### config.mk
export PLATFORM = sky130hd
export DESIGN_NAME = oscillator_clock_select
export DESIGN_NICKNAME = d
export VERILOG_FILES = /design/src/design/osc_clock_pkg.sv /design/src/design/clk_switch_if.sv /design/src/design/oscillator_clock_select.sv /design/src/design/clock_switch.sv
export VERILOG_INCLUDE_DIRS = /design/src /design/src/design
export SDC_FILE = /design/constraint.sdc
export NUM_CORES = 1
export LEC_CHECK = 0
export BUFFER_PORTS_ARGS = -buffer_cell sky130_fd_sc_hd__buf_2
export CELL_PAD_IN_SITES_DETAIL_PLACEMENT = 0
export CELL_PAD_IN_SITES_GLOBAL_PLACEMENT = 1
export CORE_ASPECT_RATIO = 2
export CORE_MARGIN = 3
export CORE_UTILIZATION = 41
export CTS_BUF_LIST = sky130_fd_sc_hd__clkbuf_4 sky130_fd_sc_hd__clkbuf_8
export DETAILED_ROUTE_END_ITERATION = 8
export PLACE_DENSITY_LB_ADDON = 0.05
export SLEW_MARGIN = 20
export SYNTH_ARGS = -nofsm -noshare
export SYNTH_HDL_FRONTEND = slang
export SYNTH_SLANG_ARGS = --single-unit
### constraint.sdc
create_clock -name clk -period 2.6 [get_ports clk]
set_input_delay 0.52 -clock clk [delete_from_list [all_inputs] [get_ports clk]]
set_output_delay 0.52 -clock clk [all_outputs]
set_load 0.1 [all_outputs]
### src/design/osc_clock_select_defines.svh
// Offsets, field positions, reset values and timing counts of the clock-select block.
// Assumes a 100 MHz system clock and 32-bit APB word addressing.
`ifndef OSC_CLOCK_SELECT_DEFINES_SVH
`define OSC_CLOCK_SELECT_DEFINES_SVH

// ****************************************************************
// Register byte offsets
// ****************************************************************
`define OFF_INTERNAL_OSC_CTL    12'h000
`define OFF_MAIN_CLOCK_MODE_REG 12'h004
`define OFF_CPU_CLOCK_CTL_REG   12'h008
`define OFF_SUB_PIN_CTL_REG     12'h00C

// ****************************************************************
// Field positions
// ****************************************************************
`define BIT_HS_OSC_HALT          0
`define BIT_HS_OSC_SETTLED       7
`define BIT_MAIN_CLOCK_PICK      0
`define BIT_CPU_ON_MAIN_FLAG     1
`define BIT_MAIN_SOURCE_SELECT   2
`define LSB_CPU_DIV              0
`define MSB_CPU_DIV              2
`define BIT_CPU_SOURCE_SELECT    4
`define BIT_CPU_ON_SUB_FLAG      5
`define BIT_SUB_CLOCK_OUT_ENABLE 0
`define BIT_SUB_EXTERNAL_SELECT  1
`define BIT_SUB_PINS_ENABLE      2

// ****************************************************************
// Reset values
// ****************************************************************
`define RST_HS_OSC_HALT   1'b0
`define RST_CPU_DIV       3'h1
`define RST_CPU_SOURCE    1'b0
`define RST_MAIN_SELECTS  2'h0
`define RST_SUB_PIN_CTL   3'h0

// ****************************************************************
// Timing
// ****************************************************************
`define CLK_PERIOD_NS     10
`define HS_SETTLE_NS      10000
`define HS_SETTLE_CYCLES  ((`HS_SETTLE_NS + `CLK_PERIOD_NS - 1) / `CLK_PERIOD_NS)
`define SWITCH_GAP_NS     40
`define SWITCH_GAP_CYCLES ((`SWITCH_GAP_NS + `CLK_PERIOD_NS - 1) / `CLK_PERIOD_NS)

`endif

### src/design/osc_clock_pkg.sv
// Types shared by the clock-select block and its switch sequencer.
// Assumes nothing of its surroundings.
package osc_clock_pkg;

    // CPU clock source codes; the two bits equal the sub/main status flags
    typedef enum logic [1:0] {
        SRC_INTERNAL = 2'h0,
        SRC_HS       = 2'h1,
        SRC_SUB      = 2'h2
    } cpu_src_e;

    // Switch sequencer states, Gray along the switch path
    typedef enum logic [1:0] {
        SW_IDLE     = 2'h0,
        SW_GATE_OFF = 2'h1,
        SW_RESEL    = 2'h3,
        SW_GATE_ON  = 2'h2
    } sw_state_e;

endpackage

### src/design/clk_switch_if.sv
// Request and applied clock selections between the control logic and the switch sequencer.
// Assumes both ends run on the same system clock.
`timescale 1ns/1ps

interface clk_switch_if;
    osc_clock_pkg::cpu_src_e req_cpu;
    logic                    req_periph_hs;
    osc_clock_pkg::cpu_src_e app_cpu;
    logic                    app_periph_hs;
    logic                    gate_open;

    modport ctl (output req_cpu, output req_periph_hs, input app_cpu, input app_periph_hs, input gate_open);
    modport sw  (input req_cpu, input req_periph_hs, output app_cpu, output app_periph_hs, output gate_open);
endinterface

### src/design/oscillator_clock_select.sv
// Clock control: internal oscillator run/settle, main/peripheral/CPU clock selection,
// CPU divider, clock status flags and subsystem clock pin mode, reached over APB.
// Assumes a 100 MHz clk, an asynchronous oscillator ready level, and a STOP pulse from the CPU.
//
// Operation
// RULE1: clearing the halt bit starts the internal oscillator.
// RULE2: settled bit goes to 1 after the oscillator stabilises; software polls it.
// RULE3: after reset the internal oscillator runs and clocks the CPU.
// RULE4: software may skip the settle wait when accuracy is not needed.
// RULE5: source select 0 gives internal clock to both; 1 with pick 0 feeds peripherals.
// RULE6: CPU source select 0 feeds the CPU from the divided main clock.
// RULE7: divider codes 0..4 divide by 1,2,4,8,16; reset code divides by 2.
// RULE8: STOP instruction enters STOP mode and halts the internal oscillator.
// RULE9: setting the halt bit stops the internal oscillator.
// RULE10: two status flags report internal, high-speed or subsystem CPU clock.
// RULE11: software halts the oscillator only when the CPU is off it.
// RULE12: software sets wake settle time before STOP when on the crystal clock.
// RULE13: software stops unsuitable peripherals before STOP.
// RULE14: subsystem external select 0 puts the pins in crystal mode.
// RULE15: external select 1 puts pins in external-clock mode, second pin unused.
// RULE16: software times subsystem crystal settling with a timer.
// RULE17: software leaves subsystem pin bits alone while the subsystem clock runs.
// RULE18: software avoids pin-clocked peripherals with high-speed clocks stopped or in STOP.
// RULE19: select and pick both 1 give the high-speed clock to main and peripherals.
// RULE20: CPU source select 1 feeds the CPU from subsystem clock divided by two.
// RULE21: clock switches are glitch free; status follows the applied switch.
// RULE22: settled bit clears whenever the internal oscillator is stopped.
//
// The placing of the registers and the APB register port were left to the implementer.
`timescale 1ns/1ps
`include "osc_clock_select_defines.svh"

module oscillator_clock_select #(
    parameter int SETTLE_CYCLES = `HS_SETTLE_CYCLES,
    parameter int GAP_CYCLES    = `SWITCH_GAP_CYCLES
) (
    input  wire logic        clk,
    input  wire logic        reset_n,
    // APB slave
    input  wire logic        psel,
    input  wire logic        penable,
    input  wire logic        pwrite,
    input  wire logic [11:0] paddr,
    input  wire logic [31:0] pwdata,
    output logic      [31:0] prdata,
    output logic             pready,
    output logic             pslverr,
    // Standby control
    input  wire logic        stop_exec,
    input  wire logic        stop_wake,
    output logic             stop_mode,
    // Internal oscillator
    input  wire logic        hs_osc_ready,
    output logic             hs_osc_run,
    // Clock selection results
    output logic             cpu_clk_tick,
    output logic [1:0]       cpu_src_applied,
    output logic             periph_on_hs,
    // Subsystem clock pins
    output logic             sub_osc_pin_a_osc_en,
    output logic             sub_ext_clock_pin_en,
    output logic             sub_osc_pin_b_osc_en,
    output logic             sub_osc_pin_b_oe
);

    // ****************************************************************
    // Reset release
    // ****************************************************************
    logic rst_s1_q;
    logic rst_n_q;

    // Two-stage release of the asynchronous reset
    always_ff @(posedge clk or negedge reset_n) begin
        if (!reset_n) begin
            rst_s1_q <= 1'b0;
            rst_n_q  <= 1'b0;
        end else begin
            rst_s1_q <= 1'b1;
            rst_n_q  <= rst_s1_q;
        end
    end

    // ****************************************************************
    // Control registers
    // ****************************************************************
    logic       hs_osc_halt_q;
    logic       main_source_select_q;
    logic       main_clock_pick_q;
    logic [2:0] cpu_div_q;
    logic       cpu_source_select_q;
    logic       sub_clock_out_enable_q;
    logic       sub_external_select_q;
    logic       sub_pins_enable_q;
    logic       stop_mode_q;
    logic       hs_osc_settled_q;

    clk_switch_if sw_bus ();

    // Divider code legality; prohibited codes are not stored
    function automatic logic div_code_ok(input logic [2:0] code);
        div_code_ok = (code <= 3'h4);
    endfunction

    // Low-bit mask whose all-zero count marks one divided clock period
    function automatic logic [3:0] div_mask(input logic [2:0] code);
        unique case (code)
            3'h0:    div_mask = 4'h0;
            3'h1:    div_mask = 4'h1;
            3'h2:    div_mask = 4'h3;
            3'h3:    div_mask = 4'h7;
            default: div_mask = 4'hF;
        endcase
    endfunction

    // ****************************************************************
    // APB decode
    // ****************************************************************
    wire logic        apb_access = psel && penable;
    wire logic        apb_fire   = apb_access && pready;
    wire logic        wr_fire    = apb_fire && pwrite;
    wire logic        hit_osc    = (paddr == `OFF_INTERNAL_OSC_CTL);
    wire logic        hit_main   = (paddr == `OFF_MAIN_CLOCK_MODE_REG);
    wire logic        hit_cpu    = (paddr == `OFF_CPU_CLOCK_CTL_REG);
    wire logic        hit_sub    = (paddr == `OFF_SUB_PIN_CTL_REG);
    wire logic        hit_any    = hit_osc || hit_main || hit_cpu || hit_sub;
    wire logic        flag_main  = sw_bus.app_cpu[0];
    wire logic        flag_sub   = sw_bus.app_cpu[1];
    wire logic [2:0]  new_div    = pwdata[`MSB_CPU_DIV:`LSB_CPU_DIV];

    logic [31:0] rd_word;

    // Read word selection; reserved bits read as zero
    always_comb begin
        rd_word = 32'h0000_0000;
        if (hit_osc) begin
            rd_word[`BIT_HS_OSC_HALT]    = hs_osc_halt_q;
            rd_word[`BIT_HS_OSC_SETTLED] = hs_osc_settled_q;        // RULE2
        end
        if (hit_main) begin
            rd_word[`BIT_MAIN_CLOCK_PICK]    = main_clock_pick_q;
            rd_word[`BIT_CPU_ON_MAIN_FLAG]   = flag_main;           // RULE10
            rd_word[`BIT_MAIN_SOURCE_SELECT] = main_source_select_q;
        end
        if (hit_cpu) begin
            rd_word[`MSB_CPU_DIV:`LSB_CPU_DIV] = cpu_div_q;
            rd_word[`BIT_CPU_SOURCE_SELECT]    = cpu_source_select_q;
            rd_word[`BIT_CPU_ON_SUB_FLAG]      = flag_sub;          // RULE10
        end
        if (hit_sub) begin
            rd_word[`BIT_SUB_CLOCK_OUT_ENABLE] = sub_clock_out_enable_q;
            rd_word[`BIT_SUB_EXTERNAL_SELECT]  = sub_external_select_q;
            rd_word[`BIT_SUB_PINS_ENABLE]      = sub_pins_enable_q;
        end
    end

    // Answer one cycle into the access phase; data and error ride with pready
    always_ff @(posedge clk or negedge rst_n_q) begin
        if (!rst_n_q) begin
            pready  <= 1'b0;
            prdata  <= 32'h0000_0000;
            pslverr <= 1'b0;
        end else begin
            pready  <= apb_access && !pready;
            prdata  <= (apb_access && !pready && !pwrite) ? rd_word : 32'h0000_0000;
            pslverr <= apb_access && !pready && !hit_any;
        end
    end

    // Register writes take effect at the edge that completes the transfer
    always_ff @(posedge clk or negedge rst_n_q) begin
        if (!rst_n_q) begin
            hs_osc_halt_q          <= `RST_HS_OSC_HALT;             // RULE3
            main_source_select_q   <= 1'(`RST_MAIN_SELECTS >> 1);
            main_clock_pick_q      <= 1'b0;
            cpu_div_q              <= `RST_CPU_DIV;                 // RULE7
            cpu_source_select_q    <= `RST_CPU_SOURCE;              // RULE3
            sub_clock_out_enable_q <= 1'b0;
            sub_external_select_q  <= 1'b0;
            sub_pins_enable_q      <= 1'b0;
        end else if (wr_fire) begin
            if (hit_osc) begin
                hs_osc_halt_q <= pwdata[`BIT_HS_OSC_HALT];          // RULE1 RULE9
            end
            if (hit_main) begin
                main_clock_pick_q    <= pwdata[`BIT_MAIN_CLOCK_PICK];
                main_source_select_q <= pwdata[`BIT_MAIN_SOURCE_SELECT];
            end
            if (hit_cpu) begin
                cpu_source_select_q <= pwdata[`BIT_CPU_SOURCE_SELECT];
                if (div_code_ok(new_div)) begin
                    cpu_div_q <= new_div;                           // RULE7
                end
            end
            if (hit_sub) begin
                sub_clock_out_enable_q <= pwdata[`BIT_SUB_CLOCK_OUT_ENABLE];
                sub_external_select_q  <= pwdata[`BIT_SUB_EXTERNAL_SELECT];
                sub_pins_enable_q      <= pwdata[`BIT_SUB_PINS_ENABLE];
            end
        end
    end

    // ****************************************************************
    // STOP mode and internal oscillator
    // ****************************************************************
    logic        rdy_s1_q;
    logic        rdy_s2_q;
    logic        rdy_s3_q;
    logic        rdy_q;
    logic        run_q;
    logic [15:0] settle_cnt_q;

    localparam logic [15:0] SETTLE = 16'(SETTLE_CYCLES);

    // STOP instruction sets the mode; wake clears it, wake winning a tie
    always_ff @(posedge clk or negedge rst_n_q) begin
        if (!rst_n_q) begin
            stop_mode_q <= 1'b0;
        end else if (stop_wake) begin
            stop_mode_q <= 1'b0;
        end else if (stop_exec) begin
            stop_mode_q <= 1'b1;                                    // RULE8
        end
    end

    // Oscillator runs unless halted by software or by STOP mode
    wire logic run_d = !hs_osc_halt_q && !stop_mode_q;              // RULE1 RULE8 RULE9

    // Ready level from the oscillator: three stages, taken when the last two agree
    always_ff @(posedge clk or negedge rst_n_q) begin
        if (!rst_n_q) begin
            rdy_s1_q <= 1'b0;
            rdy_s2_q <= 1'b0;
            rdy_s3_q <= 1'b0;
            rdy_q    <= 1'b0;
        end else begin
            rdy_s1_q <= hs_osc_ready;
            rdy_s2_q <= rdy_s1_q;
            rdy_s3_q <= rdy_s2_q;
            rdy_q    <= (rdy_s2_q == rdy_s3_q) ? rdy_s3_q : rdy_q;
        end
    end

    // Settle count runs while the oscillator runs and reports ready
    always_ff @(posedge clk or negedge rst_n_q) begin
        if (!rst_n_q) begin
            run_q            <= 1'b0;
            settle_cnt_q     <= 16'h0000;
            hs_osc_settled_q <= 1'b0;
        end else begin
            run_q <= run_d;
            if (!run_d || !rdy_q) begin
                settle_cnt_q     <= 16'h0000;
                hs_osc_settled_q <= 1'b0;                           // RULE22
            end else if (settle_cnt_q >= SETTLE) begin
                hs_osc_settled_q <= 1'b1;                           // RULE2
            end else begin
                settle_cnt_q <= settle_cnt_q + 16'h0001;
            end
        end
    end

    // ****************************************************************
    // Clock selection
    // ****************************************************************
    wire logic main_is_hs = main_source_select_q && main_clock_pick_q;   // RULE5 RULE19

    assign sw_bus.req_periph_hs = main_source_select_q;                  // RULE5 RULE19
    assign sw_bus.req_cpu = cpu_source_select_q ? osc_clock_pkg::SRC_SUB     // RULE20
                          : main_is_hs          ? osc_clock_pkg::SRC_HS      // RULE6
                          :                       osc_clock_pkg::SRC_INTERNAL;

    clock_switch #(
        .GAP_CYCLES (GAP_CYCLES)
    ) u_switch (
        .clk   (clk),
        .rst_n (rst_n_q),
        .sw_if (sw_bus)
    );

    // ****************************************************************
    // CPU divider and outputs
    // ****************************************************************
    logic [3:0] div_cnt_q;

    wire logic [3:0] mask = flag_sub ? 4'h1 : div_mask(cpu_div_q);     // RULE6 RULE20

    // Divided CPU clock as a one-cycle tick, held off while the switch gates
    always_ff @(posedge clk or negedge rst_n_q) begin
        if (!rst_n_q) begin
            div_cnt_q    <= 4'h0;
            cpu_clk_tick <= 1'b0;
        end else begin
            div_cnt_q    <= div_cnt_q + 4'h1;
            cpu_clk_tick <= sw_bus.gate_open && ((div_cnt_q & mask) == 4'h0);  // RULE7 RULE21
        end
    end

    // Registered copies of selection and pin mode
    always_ff @(posedge clk or negedge rst_n_q) begin
        if (!rst_n_q) begin
            stop_mode            <= 1'b0;
            hs_osc_run           <= 1'b0;
            cpu_src_applied      <= 2'h0;
            periph_on_hs         <= 1'b0;
            sub_osc_pin_a_osc_en <= 1'b0;
            sub_ext_clock_pin_en <= 1'b0;
            sub_osc_pin_b_osc_en <= 1'b0;
            sub_osc_pin_b_oe     <= 1'b0;
        end else begin
            stop_mode            <= stop_mode_q;
            hs_osc_run           <= run_q;                                   // RULE3
            cpu_src_applied      <= sw_bus.app_cpu;                          // RULE21
            periph_on_hs         <= sw_bus.app_periph_hs;
            sub_osc_pin_a_osc_en <= sub_pins_enable_q && !sub_external_select_q;  // RULE14
            sub_osc_pin_b_osc_en <= sub_pins_enable_q && !sub_external_select_q;  // RULE14
            sub_ext_clock_pin_en <= sub_pins_enable_q && sub_external_select_q;   // RULE15
            sub_osc_pin_b_oe     <= 1'b0;                                    // RULE15
        end
    end

endmodule // oscillator_clock_select

### src/design/clock_switch.sv
// Glitch-free switch sequencer: gates the clock off, changes selection, gates it on again.
// Assumes a synchronised active-low reset on the system clock.
`timescale 1ns/1ps
`include "osc_clock_select_defines.svh"

module clock_switch #(
    parameter int GAP_CYCLES = `SWITCH_GAP_CYCLES
) (
    input  wire logic   clk,
    input  wire logic   rst_n,
    clk_switch_if.sw    sw_if
);
    localparam logic [7:0] GAP = 8'(GAP_CYCLES);

    osc_clock_pkg::sw_state_e state_q;
    osc_clock_pkg::cpu_src_e  app_cpu_q;
    logic                     app_periph_q;
    logic                     gate_q;
    logic [7:0]               cnt_q;

    // ****************************************************************
    // Change detection
    // ****************************************************************
    wire logic differs   = (sw_if.req_cpu != app_cpu_q) || (sw_if.req_periph_hs != app_periph_q);
    wire logic cnt_done  = (cnt_q == 8'h00);

    // Sequencer: selection only changes while the clock is gated off
    always_ff @(posedge clk or negedge rst_n) begin
        if (!rst_n) begin
            state_q      <= osc_clock_pkg::SW_IDLE;
            app_cpu_q    <= osc_clock_pkg::SRC_INTERNAL;
            app_periph_q <= 1'b0;
            gate_q       <= 1'b1;
            cnt_q        <= 8'h00;
        end else begin
            unique case (state_q)
                osc_clock_pkg::SW_IDLE: begin
                    if (differs) begin
                        gate_q  <= 1'b0;                           // RULE21
                        cnt_q   <= GAP;
                        state_q <= osc_clock_pkg::SW_GATE_OFF;
                    end
                end
                osc_clock_pkg::SW_GATE_OFF: begin
                    cnt_q <= cnt_done ? 8'h00 : cnt_q - 8'h01;
                    if (cnt_done) begin
                        state_q <= osc_clock_pkg::SW_RESEL;
                    end
                end
                osc_clock_pkg::SW_RESEL: begin
                    app_cpu_q    <= sw_if.req_cpu;                // RULE21
                    app_periph_q <= sw_if.req_periph_hs;
                    cnt_q        <= GAP;
                    state_q      <= osc_clock_pkg::SW_GATE_ON;
                end
                osc_clock_pkg::SW_GATE_ON: begin
                    cnt_q <= cnt_done ? 8'h00 : cnt_q - 8'h01;
                    if (cnt_done) begin
                        gate_q  <= 1'b1;
                        state_q <= osc_clock_pkg::SW_IDLE;
                    end
                end
            endcase
        end
    end

    assign sw_if.app_cpu       = app_cpu_q;
    assign sw_if.app_periph_hs = app_periph_q;
    assign sw_if.gate_open     = gate_q;
endmodule // clock_switch

==> qor.yml <==
period_needed_ps: 2190
synth_warnings: 0
antenna_found_initial: 0
die_h_um: 132
core-area_mm2: 0.00766
highest_layer: "met4"
synth_simple_gate_area_share_pct: 15.7
drt_iter0_markers: 81
drv_cap: 0
initial_core_util_pct: 42.4
yosys.area_share.adder_pct: 4.16
fin_crit_sh_pct: 84.2
ir_worst_vdd_mv: 0.692
routed-wl-met3_um: 212
std_cell_rows: 45
viasPerCell: 5.06
route.detailed.drc: 0
total_power_mw: 3.22
final_nets: 407
p_sw_share_pct: 34.4
max_stage_delay_ps: 640
status: "completed"
cp.arrival_ps: 2430
cts_made_buffers: 9
gp_congestion: 0.730
grt_overflow_total: 0
worstPathMaxFanout: 5
crit_family: "compound AO/OA/AOI/OAI gates"
synthCells: 297
setup_tns_ps: 0
p_int_mw: 2.11
path_cells: "inv_1 -> ha_1 -> or4b_2 -> o21ai_1 -> o22ai_1 -> a32o_1"
slew_violations: 0
io_buffers: 40
synth_xor_area_share_pct: 1.08
power_frac_comb_pct: 29.6
ys_seq_area_share_pct: 53.2
yosys.area.top_type_share_pct: 51.6
totalWireLength_um: 6620
cts-root-buf: "clkbuf_8"
path_clk_slew_ps: 80
async_reset_ff_share_pct: 100
synth_cell_type_count: 54
path_class: "reg2reg"
start_kind: "flop"
cts.path.max_buffers: 2
drive_gt1_share_pct: 22.0
final_util_pct: 48.3
p_per_area_mw_per_mm2: 869
finalClockSkew_ps: 10.2
power_frac_seq_pct: 39.2
antenna_cells: 0
synthFlopType: "dfrtp_1"
setup_viol: 0
ys_top_cells_by_area: "dfrtp_1 52%, buf_4 6.5%, ha_1 3.9%"
grt_usage_pct: 16.0
synth_top_area_cell: "dfrtp_1"
yosys-top-cells-count: "67 x dfrtp_1, 29 x nor2_1, 28 x buf_4"
whs_ps: 288
netlist_area_mm2: 0.00325
critical_path.endpoint_type: "flop"
max_freq_mhz: 457
synth-edff-count: 0
htree_levels: 3
slowest_stage: "or4b_2"
cts_tree: "built"
yosysMostFrequentCell: "dfrtp_1"
synth_seq_cells: 69
hold_path_class: "in2reg"
slew_headroom_pct: 40.8
synth_mux_area_share_pct: 4.54
dpl.hpwl_um: 4910
dr_wl_met2_um: 3830
vias: 2248
ant_nets: 0
post_cts_resized: 0
p_switching_mw: 1.11
pwr-share-clk_pct: 31.2
die_width_um: 69.0
clkSinkCount: 69
postSynthAreaPerCell_um2: 10.9
synth_top_family_by_area: "simple AND/OR/NAND/NOR gates"
wl_met1_um: 2470
cp_data_required_time_ps: 2840
ios: 96
rsz0062_at_grt: "no"
path_buf_inv: 1
areaGrowthSynthToFinish_pct: 13.9
dieArea_mm2: 0.00909
leakagePower_nw: 1.79
clk_latency_ps: 340
routedWlPerCell_um: 14.9
grt_pass1_wl_um: 10700
worstMarginPinSlew_ps: 875
firstDrtPassIters: 4
hold_violations: 0
grt_pass1_vias: 2233
synth-compound-area-share_pct: 11.9
grt_max_degree: 39
logic make-up (layout without fill, tap and decap cells):
family	after synthesis	after routing
AND/OR/NAND/NOR	93	93
flip-flops	69	69
AO/OA/AOI/OAI	58	58
buffers and inverters	47	74
multiplexers	13	13
adder cells (fa/ha/maj)	11	11
XOR/XNOR	4	4
other	2	28
cell type report:
type	instances	area (µm²)
clock buffer	13	166
multi-input combinational	207	1320
timing repair buffer	44	245
sequential	69	1730
fill	753	3960
clock inverter	3	67.6
inverter	14	52.6
tap	94	118
power groups by stage:
stage	clock network [mW]	logic, mW	registers, mW
5_1_grt	1.09	1.07	1.28
6_report	1.00	0.951	1.26
3_3_place_gp	0	0.955	1.28
4_1_cts	1.04	0.966	1.26
2_1_floorplan	0	0.787	1.29
3_5_place_dp	0	0.961	1.28
timing repair:
action / in CTS / in global routing
hold buffers: 1 / 0
endpoints found under the hold margin: 2 / 0
buffers inserted: 0 / 0
endpoints found under the setup margin: 0 / 0
metrics by stage:
step | instance area (µm²) | setup WS, ps | instances
6_report | 3700 | 412 | 444
5_1_grt | 3700 | 273 | 444
4_1_cts | 3700 | 390 | 444
3_5_place_dp | 3460 | 396 | 427
3_3_place_gp | 3460 | 392 | 427
2_1_floorplan | 3350 | 509 | 323
state kept, by name (all words and copies together) (netlist names), 2 cells and up:
register and count:
prdata 6, cpu_div_q 3, settle_cnt_q 16, div_cnt_q 4, cpu_src_applied 2, u_switch.cnt_q 8, u_switch.state_q 2, u_switch.sw_if.app_cpu 2
worst reg2reg max path, stage by stage, from the launching register on:
cell,delay [ps]
dfrtp_1,400
inv_1,120
ha_1,160
or4b_2,640
o21ai_1,390
o22ai_1,160
a32o_1,220
routing by layer:
metal / vias up / global-route usage [%]
li1: 1106 / -
met1: 1090 / 17.1
met2: 45 / 27.8
met3: 7 / 4.44
met4: 0 / 7.49
met5: - / 0
worst paths after layout:
path	startpoint	end	slack [ps]	cells past startpoint
max in group asynchronous	rst_n_q	u_switch.sw_if.gate_open	1610	1
min in group asynchronous	rst_n_q	div_cnt_q[0]	300	0
min reg2reg	rst_n_q	div_cnt_q[0]	300	0
min	hs_osc_ready	rdy_s1_q	290	1
max reg2reg	u_switch.cnt_q[0]	u_switch.cnt_q[5]	410	6
max	u_switch.cnt_q[0]	u_switch.cnt_q[5]	410	6
placed cells by master (no fill, tap or decap), types with 3 or more instances in the layout:
master     synthesis  final
dfrtp_1           67     66
buf_2              0     40
nor2_1            29     29
conb_1             2     28
inv_1             14     14
a21oi_1           14     14
o21ai_0           13     13
clkbuf_8           0     11
mux2_2            10     10
ha_1              10     10
nor3_1             8      8
nand2_1            7      7
or3_1              7      7
o22ai_1            6      6
and3_1             6      6
nor4_1             5      5
nand4_1            4      4
nand2b_1           4      4
or4_1              4      4
and2_1             3      3
xnor2_1            3      3
a32o_1             3      3
o211ai_1           3      3
o2bb2ai_1          3      3
Power figures use the tool's default switching activity.
